## config.mk

```make
export PLATFORM = sky130hd
export DESIGN_NAME = sffs_top
export DESIGN_NICKNAME = d
export VERILOG_FILES = /design/src/inc/sffs_pkg.sv /design/src/verilog/sffs_top.sv
export SDC_FILE = /design/constraint.sdc
export NUM_CORES = 1
export LEC_CHECK = 0
export ABC_CLOCK_PERIOD_IN_PS = 3700
export BUFFER_PORTS_ARGS = -buffer_cell sky130_fd_sc_hd__buf_2
export CORE_AREA = 2 2 185 169
export CTS_BUF_LIST = sky130_fd_sc_hd__clkbuf_4
export DETAILED_ROUTE_END_ITERATION = 12
export DIE_AREA = 0 0 187 171
export GPL_TIMING_DRIVEN = 0
export HOLD_SLACK_MARGIN = 0.02
export PLACE_DENSITY = 0.76
export SLEW_MARGIN = 20
export SYNTH_ARGS = -nofsm -noshare
export SYNTH_HDL_FRONTEND = slang
export SYNTH_SLANG_ARGS = --single-unit
```

## constraint.sdc

```tcl
create_clock -name clk -period 3.7 [get_ports clk]
set_input_delay 0.74 -clock clk [delete_from_list [all_inputs] [get_ports clk]]
set_output_delay 0.74 -clock clk [all_outputs]
set_load 0.005 [all_outputs]
```

## src/inc/sffs_pkg.sv

```systemverilog
package sffs_pkg;
  // ---------------------------------------------------------------
  // config register layout
  // ---------------------------------------------------------------
  localparam int CFG_W = 16;
  localparam int FIRST_EN_BIT = 0;
  localparam int FIRST_FMT_LO = 2;
  localparam int SECOND_EN_BIT = 5;
  localparam int SECOND_FMT_LO = 6;
  localparam int FMT_W = 3;
  localparam logic [15:0] CFG_RESET = 16'h0000;
  localparam logic [15:0] CFG_WMASK = 16'h01fd; // bits 15..9 and 1 reserved
  // ---------------------------------------------------------------
  // format codes
  // ---------------------------------------------------------------
  localparam logic [2:0] FMT_NONE = 3'h0;
  localparam logic [2:0] FMT_SUM16 = 3'h1;
  localparam logic [2:0] FMT_SUM32 = 3'h2;
  localparam logic [2:0] FMT_CH16 = 3'h4;
  localparam logic [2:0] FMT_CH32 = 3'h6;
  // ---------------------------------------------------------------
  // data path sizes
  // ---------------------------------------------------------------
  localparam int CH_W = 32;
  localparam int NUM_CH = 4;
  localparam int AVG_W = 3;
  localparam int FIFO_DEPTH = 4;
  localparam int WORD_W = 16;
endpackage

```

## src/verilog/sffs_top.sv

```systemverilog
`timescale 1ns/1ps
`default_nettype none

// ---------------------------------------------------------------
// small word fifo, ring buffer with a fill counter
// ---------------------------------------------------------------
// a fill counter instead of a spare pointer bit keeps full and empty to
// one compare each; the read side is combinational, so the user must
// register it before it leaves the block
module sffs_fifo #(
  parameter int WIDTH = 16,
  parameter int DEPTH = 4
) (
  // clock and reset
  input wire logic clk,
  input wire logic rstn,
  // fill side
  input wire logic in_valid,
  output logic in_ready,
  input wire logic [WIDTH-1:0] in_data,
  // drain side
  output logic out_valid,
  input wire logic out_ready,
  output logic [WIDTH-1:0] out_data
);
  localparam int AW = (DEPTH > 1) ? $clog2(DEPTH) : 1;
  logic [WIDTH-1:0] mem [DEPTH];
  logic [AW-1:0] wr_ptr;
  logic [AW-1:0] rd_ptr;
  logic [AW:0] count;
  logic push;
  logic pop;

  // full and empty both come straight from the fill counter
  assign in_ready = (count != (AW+1)'(DEPTH));
  assign out_valid = (count != '0);
  assign out_data = mem[rd_ptr];
  assign push = in_valid && in_ready;
  assign pop = out_valid && out_ready;

  // storage write
  // no reset here: an entry is only read after it has been written
  always_ff @(posedge clk) begin
    if (push) begin
      mem[wr_ptr] <= in_data;
    end
  end

  // pointers and fill level
  // pointers wrap by compare, so a depth that is not a power of two works
  always_ff @(posedge clk or negedge rstn) begin
    if (!rstn) begin
      wr_ptr <= '0;
      rd_ptr <= '0;
      count <= '0;
    end else begin
      if (push) begin
        wr_ptr <= (wr_ptr == AW'(DEPTH-1)) ? '0 : wr_ptr + 1'b1;
      end
      if (pop) begin
        rd_ptr <= (rd_ptr == AW'(DEPTH-1)) ? '0 : rd_ptr + 1'b1;
      end
      if (push && !pop) begin
        count <= count + 1'b1;
      end else if (pop && !push) begin
        count <= count - 1'b1;
      end
    end
  end
endmodule

// ---------------------------------------------------------------
// slot formatter: turns one sample period into fifo words
// ---------------------------------------------------------------
// results arrive one slot at a time; each stored result is expanded
// into one to eight 16-bit words and queued for the host in order
module sffs_top
  import sffs_pkg::*;
#(
  parameter int DEPTH = FIFO_DEPTH
) (
  // clock and reset
  input wire logic clk,
  input wire logic rstn,
  // config register port
  input wire logic cfg_we,
  input wire logic [CFG_W-1:0] cfg_wdata,
  output logic [CFG_W-1:0] cfg_rdata,
  // averaging factors from the timing core
  input wire logic [AVG_W-1:0] first_avg,
  input wire logic [AVG_W-1:0] second_avg,
  // sample input, one pulse per slot result
  input wire logic sample_valid,
  output logic sample_ready,
  input wire logic sample_second,
  input wire logic [NUM_CH*CH_W-1:0] sample_data,
  // slot enables to the timing core
  output logic first_slot_enable,
  output logic second_slot_enable,
  // host fifo read side
  output logic fifo_valid,
  input wire logic fifo_ready,
  output logic [WORD_W-1:0] fifo_data,
  // status
  output logic second_blocked
);
  // two states are enough: the word index carries the rest of the walk
  typedef enum logic [1:0] {SFFS_IDLE, SFFS_EMIT} sffs_state_t;

  logic [CFG_W-1:0] cfg;
  logic [FMT_W-1:0] first_fifo_format;
  logic [FMT_W-1:0] second_fifo_format;
  logic second_ok;
  sffs_state_t state;
  logic [FMT_W-1:0] fmt;
  logic [NUM_CH*CH_W-1:0] hold;
  logic [3:0] idx;
  logic [3:0] last_idx;
  logic [CH_W-1:0] sum;
  logic [CH_W-1:0] cur32;
  logic [WORD_W-1:0] word;
  logic f_in_valid;
  logic f_in_ready;
  logic f_out_valid;
  logic [WORD_W-1:0] f_out_data;
  logic take;
  logic [FMT_W-1:0] next_fmt;

  // ---------------------------------------------------------------
  // configuration register
  // ---------------------------------------------------------------
  // one config word; reserved bits are masked on write so that readback
  // never shows what the host put into them
  always_ff @(posedge clk or negedge rstn) begin
    if (!rstn) begin
      cfg <= CFG_RESET;
    end else if (cfg_we) begin
      cfg <= cfg_wdata & CFG_WMASK; // reserved bits stay zero
    end
  end
  assign first_fifo_format = cfg[FIRST_FMT_LO +: FMT_W];
  assign second_fifo_format = cfg[SECOND_FMT_LO +: FMT_W];

  // second slot may only store under matching averaging or when first_fifo_format is FMT_NONE
  // a mismatch matters whenever first_fifo_format is not FMT_NONE, even with the first slot disabled;
  // averaging is a live input, so the check follows it every cycle
  assign second_ok = (first_avg == second_avg) ||
                     (first_fifo_format == FMT_NONE);

  // registered outputs: readback, enables, status
  // readback trails the register by one cycle, like the enables, and
  // the status flag tells the host its second-slot setting is ignored
  always_ff @(posedge clk or negedge rstn) begin
    if (!rstn) begin
      cfg_rdata <= '0;
      first_slot_enable <= 1'b0;
      second_slot_enable <= 1'b0;
      second_blocked <= 1'b0;
    end else begin
      cfg_rdata <= cfg;
      first_slot_enable <= cfg[FIRST_EN_BIT];
      second_slot_enable <= cfg[SECOND_EN_BIT];
      second_blocked <= !second_ok && (second_fifo_format != FMT_NONE);
    end
  end

  // ---------------------------------------------------------------
  // sample intake: pick the format for this slot result
  // ---------------------------------------------------------------
  // reserved codes are dropped rather than guessed at, and a disabled
  // slot stores nothing even if its format field is set; next_fmt is
  // the format this result would use if it were taken now
  always_comb begin
    next_fmt = sample_second ? second_fifo_format : first_fifo_format;
    if (sample_second && (!second_ok || !cfg[SECOND_EN_BIT])) begin
      next_fmt = FMT_NONE;
    end else if (!sample_second && !cfg[FIRST_EN_BIT]) begin
      next_fmt = FMT_NONE;
    end
    case (next_fmt)
      FMT_SUM16, FMT_SUM32, FMT_CH16, FMT_CH32: begin
      end
      default: begin
        next_fmt = FMT_NONE;
      end
    endcase
  end

  // one slot at a time: results arrive in slot order, so the first
  // slot's words are fully queued before the second slot's start;
  // ready is a flop in the sequencer that mirrors the idle state, so
  // the source sees a registered handshake
  assign take = sample_valid && sample_ready;

  // word count per format, minus one
  // the longest case is eight words, so a 4-bit index leaves headroom
  always_comb begin
    case (fmt)
      FMT_SUM16: last_idx = 4'd0;
      FMT_SUM32: last_idx = 4'd1;
      FMT_CH16: last_idx = 4'd3;
      FMT_CH32: last_idx = 4'd7;
      default: last_idx = 4'd0;
    endcase
  end

  // sequencer: idle waits for a storable result, emit pushes one word
  // per cycle that the fifo accepts; a full fifo just stalls emit
  always_ff @(posedge clk or negedge rstn) begin
    if (!rstn) begin
      state <= SFFS_IDLE;
      sample_ready <= 1'b1;
      fmt <= FMT_NONE;
      hold <= '0;
      idx <= '0;
    end else begin
      case (state)
        SFFS_IDLE: begin
          if (take && next_fmt != FMT_NONE) begin
            state <= SFFS_EMIT;
            sample_ready <= 1'b0;
            fmt <= next_fmt;
            hold <= sample_data;
            idx <= '0;
          end
        end
        SFFS_EMIT: begin
          if (f_in_ready) begin
            if (idx == last_idx) begin
              state <= SFFS_IDLE;
              sample_ready <= 1'b1;
            end else begin
              idx <= idx + 4'd1;
            end
          end
        end
        default: begin
          state <= SFFS_IDLE;
          sample_ready <= 1'b1;
        end
      endcase
    end
  end

  // ---------------------------------------------------------------
  // word selection
  // ---------------------------------------------------------------
  // four-channel sum; low 16 bits only are kept for the short form
  // hold is captured at take, so sample_data may move while words go out;
  // the 32-bit sum wraps on overflow like a plain adder
  assign sum = hold[0 +: CH_W] + hold[CH_W +: CH_W] +
               hold[2*CH_W +: CH_W] + hold[3*CH_W +: CH_W];
  assign cur32 = hold[idx[2:1]*CH_W +: CH_W];

  // 32-bit values go out low half first; 16-bit channel words are the
  // low half of each channel
  always_comb begin
    case (fmt)
      FMT_SUM16: word = sum[WORD_W-1:0];
      FMT_SUM32: word = idx[0] ? sum[CH_W-1:WORD_W]
                               : sum[WORD_W-1:0];
      FMT_CH16: word = hold[idx[1:0]*CH_W +: WORD_W];
      FMT_CH32: word = idx[0] ? cur32[CH_W-1:WORD_W]
                              : cur32[WORD_W-1:0];
      default: word = '0;
    endcase
  end
  // every emit cycle offers a word; the fifo's ready paces the index
  assign f_in_valid = (state == SFFS_EMIT);

  // ---------------------------------------------------------------
  // output fifo and host-facing register stage
  // ---------------------------------------------------------------
  sffs_fifo #(
    .WIDTH(WORD_W),
    .DEPTH(DEPTH)
  ) u_fifo (
    .clk(clk),
    .rstn(rstn),
    .in_valid(f_in_valid),
    .in_ready(f_in_ready),
    .in_data(word),
    .out_valid(f_out_valid),
    .out_ready(!fifo_valid || fifo_ready),
    .out_data(f_out_data)
  );

  // skid-free output register keeps host outputs flop-driven; it takes
  // a word whenever it is empty or its word is taken, so the host sees
  // one extra word of buffering
  always_ff @(posedge clk or negedge rstn) begin
    if (!rstn) begin
      fifo_valid <= 1'b0;
      fifo_data <= '0;
    end else if (!fifo_valid || fifo_ready) begin
      fifo_valid <= f_out_valid;
      if (f_out_valid) begin
        fifo_data <= f_out_data;
      end
    end
  end
endmodule

`default_nettype wire
```

==> results of run 1 <==
routing by layer:
| layer | vias to the layer above | GRT usage, % | part of all wire (%) |
|---|---|---|---|
| met5 | - | 0 | 0 |
| met4 | 0 | 9.18 | 3.2 |
| met3 | 75 | 4.92 | 7.7 |
| met2 | 433 | 38.6 | 47 |
| met1 | 5214 | 33.1 | 43 |
| li1 | 4686 | - | - |
stage by stage:
step,worst slack [ns],std cells
global placement,-0.964,1761
global route,-0.300,1906
CTS,-0.127,1901
floorplan,0.150,1178
finish,-0.225,1906
detailed placement,-0.644,1762
cell usage in the layout, fill, tap and decap left out, types with 8 or more instances in the layout:
cell type  netlist  layout
clkbuf_1        22      18
edfxtp_1        64      64
o21ai_0         39      25
nor2_1          36      36
mux4_2          64      64
a21oi_1         40      33
nand3_1         17      13
inv_2            0       9
nand4_1         11      11
conb_1           1       8
buf_2           18     191
dfrtp_1        177     174
xor2_1          19      14
ha_1            38      25
xnor2_1         17      16
mux2i_1         14      14
a21oi_2          1       8
a21o_1           8       8
mux2_4          54      54
inv_1          185     179
nand2_1         43      42
fa_1            63      62
clkinv_1         0      16
buf_6            7      10
mux2_2         101     101
ha_2             0       9
buf_4           11      31
clkbuf_4         0      98
registers in the layout, summed over array words and instances, names as in the netlist:
signal          cells
cfg                 8
cfg_rdata           8
fifo_data          16
fifo_valid          1
fmt                 3
hold              128
idx                 4
sample_ready        1
second_blocked      1
state               1
u_fifo.count        3
u_fifo.mem         64
u_fifo.rd_ptr       2
u_fifo.wr_ptr       2
synth_stat cells (4+ instances only):
master    count  share of area [%]
clkbuf_1     22               0.56
fa_1         63                8.5
nand2b_1      4               0.17
xnor2_1      17                1.0
o21ai_0      39                1.3
nand4_1      11               0.46
nand3_1      17               0.57
o21a_1        4               0.20
nor3_1        7               0.24
mux4_2       64                9.7
ha_1         38                3.2
nand2_1      43                1.1
buf_6         7               0.53
nor2_1       36               0.91
a21oi_1      40                1.3
dfrtp_1     177                 30
xor2_1       19                1.1
and2_1        7               0.30
inv_1       185                4.7
mux2_2      101                7.7
buf_4        11               0.56
o21bai_1      5               0.25
mux2_4       54                5.5
or3_1         4               0.17
edfxtp_1     64                 13
mux2i_1      14               0.94
o211ai_1      6               0.30
nor2b_1       5               0.21
a221oi_1      9               0.53
a211oi_1      7               0.35
buf_2        18               0.61
a21o_1        8               0.40
logic make-up (layout without fill, tap and decap cells):
logic type                 count (synthesis)  in the layout  synth area share, %
other                                      1              9               0.0253
AOI/OAI and AO/OA                        158            158                 7.24
buffers and inverters                    247            565                 7.04
adders and majority gates                101            101                 11.7
xor gates and xnor gates                  36             36                 2.13
muxes                                    233            233                 23.8
DFF                                      242            242                 43.0
and+or+nand+nor                          153            153                 5.07
critical path: stages, from the launching register on:
cell      delay (ns)
dfrtp_1         0.41
inv_2           0.06
fa_1            0.54
fa_1            0.46
buf_4           0.16
fa_2            0.42
nor2b_4         0.17
o31ai_4         0.09
buf_4           0.15
a211oi_4        0.24
o211ai_1        0.20
a21oi_1         0.22
mux2i_1         0.11
a211o_1         0.37
layout make-up:
cell class / instances / area, um2
tap: 409 / 512
clock inverter: 26 / 109
inverter: 185 / 694
clock buffer: 98 / 736
multi-input combinational: 689 / 7860
sequential: 242 / 6380
buffer: 58 / 335
antenna: 1 / 2.50
fill: 2483 / 12600
timing repair buffer: 198 / 1090
worst min path at each step:
| stage | end | cells after the start | startpoint | slack, ns |
|---|---|---|---|---|
| after global placement | cfg_rdata[0]$_DFF_PN0_ | 0 | cfg[0]$_DFFE_PN0P_ | 0.39 |
| after detailed placement | cfg_rdata[0]$_DFF_PN0_ | 0 | cfg[0]$_DFFE_PN0P_ | 0.39 |
| after global routing | fifo_valid$_DFFE_PN0N_ | 1 | rstn | 0.06 |
| after floorplan | cfg_rdata[0]$_DFF_PN0_ | 0 | cfg[0]$_DFFE_PN0P_ | 0.36 |
| after CTS | hold[81]$_DFFE_PN0P_ | 1 | rstn | 0.04 |
| final | hold[99]$_DFFE_PN0P_ | 1 | rstn | 0.05 |
timing repair:
item,CTS,global route
pin swaps,25,30
gates resized for setup,58,47
buffers inserted,16,7
endpoints found under the setup margin,64,64
==> flow_metrics.env, run 1 <==
export IMPL_status="finished, violations left"
export IMPL_finalSetupViolCount=28
export IMPL_insertion_delay_ns=0.70
export IMPL_grt_pass1_wl_um=58900
export IMPL_max_clock_freq_mhz=255
export IMPL_violations="setup timing"
export IMPL_viasPerCell=5.46
export IMPL_post_route_period_util_pct=106
export IMPL_hp_class="primary input to asynchronous set/reset pin"
export IMPL_path_clk_slew_ns=0.06
export IMPL_first_global_vias=10590
export IMPL_finalHoldViolations=0
export IMPL_drive_gt1_share_pct=43.1
export IMPL_syn2layout_area_growth_pct=19.5
export IMPL_critPathKind="flop to flop"
export IMPL_cts_buffers=68
export IMPL_yosysWarnings=0
export IMPL_cts_tree="yes"
export IMPL_finalMaxSlewViolations=0
export IMPL_r2r_start="hold[34]$_DFFE_PN0P_"
export IMPL_worstSetupStartpoint="hold[34]$_DFFE_PN0P_"
export IMPL_regToRegEndpoint="u_fifo.mem[0][15]$_DFFE_PP_"
export IMPL_worstMarginPinSlew_ns=0.989
export IMPL_ios=193
export IMPL_synth_edf_count=64
export IMPL_root_buffer="clkbuf_4"
export IMPL_die_h_um=171
export IMPL_finalSetupTns_ns=-2.53
export IMPL_portBuffers=174
export IMPL_clockBufferDepth=3
export IMPL_grt_max_degree=98
export IMPL_synth_cell_types=74
export IMPL_grt_usage_pct=24.3
export IMPL_start_util_pct=49.0
export IMPL_core_rowCount=61
export IMPL_worst_r2r_cell_count=13
export IMPL_synth_main_ff_cell="dfrtp_1"
export IMPL_fin_crit_ns=3.92
export IMPL_rsz0062_at_grt="true"
export IMPL_path_max_fanout=4
export IMPL_cp_start_kind="flop"
export IMPL_setup_ws_ns=-0.225
export IMPL_via_count=10408
export IMPL_worst_endpoint_arrival_ns=4.30
export IMPL_final_core_util_pct=58.5
export IMPL_cp_end_kind="flop"
export IMPL_cts_max_level=3
export IMPL_globalplace_congestion=0.930
export IMPL_cap_violations=0
export IMPL_relSlewSlack_pct=34.1
export IMPL_dp_hpwl_um=27900
export IMPL_r2r_setup_slack_ns=-0.22
export IMPL_synthesis_area_um2=14800
export IMPL_overflow=0
export IMPL_ctsHoldBuffers=0
export IMPL_fin_nets=1699
export IMPL_antenna_found_initial=1
export IMPL_cp_endpoint="u_fifo.mem[0][15]$_DFFE_PP_"
export IMPL_drt_first_pass_iters=5
export IMPL_ant_nets=0
export IMPL_fp_dieW_um=187
export IMPL_drc=0
export IMPL_core_um2=30300
export IMPL_drtIter0Drc=668
export IMPL_stdcell_area_um2=17700
export IMPL_fin_hold_ws_ns=0.0473
export IMPL_placed_cell_area_um2=16300
export IMPL_syn_area_per_cell_um2=12.7
export IMPL_ys_seq_elements=242
export IMPL_clock_sinks=242
export IMPL_cp_required_ns=4.07
export IMPL_seq_area_frac_synth_pct=43.0
export IMPL_dieArea_um2=32000
export IMPL_totalWireLength_um=37800
export IMPL_synthCells=1171
export IMPL_wl_per_cell_um=19.8
export IMPL_skew_ns=0.0481
export IMPL_async_reset_ff_share_pct=73.6
Power of run 1 is left out: the tool's default activity adds up to more than one toggle a clock period on the data nets, which glitch-free logic cannot reach.
==> run 2: changes to the inputs <==
--- a/config.mk
+++ b/config.mk
@@ -6,7 +6,7 @@
 export NUM_CORES = 1
 export LEC_CHECK = 0
 export ABC_CLOCK_PERIOD_IN_PS = 3700
-export BUFFER_PORTS_ARGS = -buffer_cell sky130_fd_sc_hd__buf_2
+export BUFFER_PORTS_ARGS = -buffer_cell sky130_fd_sc_hd__buf_4
 export CORE_AREA = 2 2 185 169
 export CTS_BUF_LIST = sky130_fd_sc_hd__clkbuf_4
 export DETAILED_ROUTE_END_ITERATION = 12
==> run 2 against run 1 <==
The flow still finishes with violations (setup timing). Via count up 0.82%. Final cell count unchanged. Sequential share of layout area down 1.1 points. Non-clock buffer count up 9. Clock skew up 0.0012 ns. Critical path depth unchanged. Utilization up 1.8 points. Count of clock-buffer cells in the layout down 5. Critical path type unchanged. First-iteration DRC count down 2.4%. Worst setup slack better by 0.14 ns.
==> flow_metrics.env, run 2 (synthesized netlist as in run 1, its figures left out) <==
export IMPL_antenna_found_initial=1
export IMPL_grt_pass1_wl_um=59500
export IMPL_drive_gt1_share_pct=43.4
export IMPL_rsz0062_at_grt="true"
export IMPL_worstMarginPinSlew_ns=1.00
export IMPL_violations="setup timing"
export IMPL_die_h_um=171
export IMPL_cts_max_level=3
export IMPL_cp_required_ns=4.01
export IMPL_globalplace_congestion=0.920
export IMPL_finalSetupViolCount=24
export IMPL_status="finished, violations left"
export IMPL_dp_hpwl_um=28100
export IMPL_placed_cells=1762
export IMPL_stdcell_count=1906
export IMPL_n_fill_cell=2395
export IMPL_viasPerCell=5.51
export IMPL_fin_nets=1708
export IMPL_cp_slowest_cell="fa_1"
export IMPL_fp_dieW_um=187
export IMPL_grt_usage_pct=24.4
export IMPL_final_common_cell="buf_4"
export IMPL_portBuffers=174
export IMPL_finalMaxSlewViolations=0
export IMPL_path_max_fanout=5
export IMPL_ant_nets=0
export IMPL_clock_sinks=242
export IMPL_max_clock_freq_mhz=264
export IMPL_drt_first_pass_iters=5
export IMPL_cp_end_kind="flop"
export IMPL_largest_reg_flops=128
export IMPL_critPathKind="flop to flop"
export IMPL_finalHoldViolations=0
export IMPL_crit_chain="inv_2 > fa_1 > fa_1 > inv_2 > ha_4 > a211oi_2 > o21bai_2 > o211ai_1 > buf_4 > o211ai_4 > a211oi_4 > or4_1 > nand4_1"
export IMPL_clockBufferDepth=3
export IMPL_core_um2=30300
export IMPL_ios=193
export IMPL_reg_top3="hold (128), u_fifo.mem (64), fifo_data (16)"
export IMPL_post_route_period_util_pct=102
export IMPL_root_buffer="clkbuf_4"
export IMPL_regMostFlops="hold"
export IMPL_path_clk_slew_ns=0.07
export IMPL_drc=0
export IMPL_fin_crit_ns=3.79
export IMPL_dieArea_um2=32000
export IMPL_via_count=10493
export IMPL_worst_endpoint_arrival_ns=4.10
export IMPL_setup_ws_ns=-0.0865
export IMPL_first_global_vias=10718
export IMPL_multi_input_area_um2=7860
export IMPL_totalWireLength_um=38400
export IMPL_start_util_pct=49.0
export IMPL_cp_start_kind="flop"
export IMPL_overflow=0
export IMPL_hp_class="primary input to asynchronous set/reset pin"
export IMPL_core_rowCount=61
export IMPL_drtIter0Drc=652
export IMPL_cts_tree="yes"
export IMPL_final_core_util_pct=60.2
export IMPL_cts_buffers=68
export IMPL_slowest_delay_ns=0.60
export IMPL_insertion_delay_ns=0.70
export IMPL_skew_ns=0.0492
export IMPL_cap_violations=0
export IMPL_r2r_setup_slack_ns=-0.09
export IMPL_regArea_um2=6380
export IMPL_layout_common_cells="buf_4, inv_1, dfrtp_1, mux2_2, clkbuf_4"
export IMPL_grt_max_degree=102
export IMPL_syn2layout_area_growth_pct=23.1
export IMPL_relSlewSlack_pct=33.1
export IMPL_wl_per_cell_um=20.1
-- run 2: worst paths after layout --
check,start,endpoint,cells past startpoint
worst max-delay path,hold[34]$_DFFE_PN0P_,u_fifo.mem[1][10]$_DFFE_PP_,13
worst min-delay path,rstn,u_fifo.count[0]$_DFFE_PN0P_,1
worst max register to register,hold[34]$_DFFE_PN0P_,u_fifo.mem[1][10]$_DFFE_PP_,13
worst min register to register,cfg[0]$_DFFE_PN0P_,cfg_rdata[0]$_DFF_PN0_,0
max in group asynchronous,rstn,hold[15]$_DFFE_PN0P_,2
min in group clk,fifo_ready,fifo_valid$_DFFE_PN0N_,2
-- run 2: cell type report --
class | count | share of cell area (%)
diodes | 1 | 0.0137
clock inverters | 22 | 0.960
inverters | 185 | 3.80
plain buffers | 57 | 1.84
multi-input cells | 689 | 43.0
clock buffers | 93 | 3.83
well taps | 409 | 2.80
flip-flops and latches | 242 | 35.0
repair buffers | 208 | 8.75
-- run 2: timing repair --
action	in CTS	in global routing
resized for setup	63	42
setup buffers	18	15
pin swaps	19	7
setup endpoints to repair	64	64
hold endpoints to repair	0	0
hold buffers	0	0
-- run 2: through the flow --
stage	hold WS [ns]	worst slack [ns]	setup TNS, ns	instance area, um2
global placement	0.391	-0.522	-19.26	16700
global route	0.0370	-0.190	-4.22	18300
floorplan	0.363	0.150	0	14900
CTS	0.0299	-0.0181	-0.0616	18000
finish	0.0360	-0.0865	-1.24	18300
detailed placement	0.390	-0.599	-25.19	16700
-- run 2: critical path: cells and delay by family (launching register included) --
family | cells | cell delay [ns]
AOI/OAI and AO/OA | 5 | 0.99
adders and majority gates | 3 | 1.34
buffers and inverters | 3 | 0.29
DFF | 1 | 0.39
and+or+nand+nor | 2 | 0.41
-- run 2: layer usage --
layer  share of wire, %  GRT usage (%)  vias up  routed length, um
met4                3.2           9.14        0               1220
met3                7.8           4.82       92               3000
met2                 47           39.1      458              18000
li1                   -              -     4695                  -
met1                 42           33.2     5248              16100
met5                  0              0        -                  0
Power of run 2 is left out for the same reason.
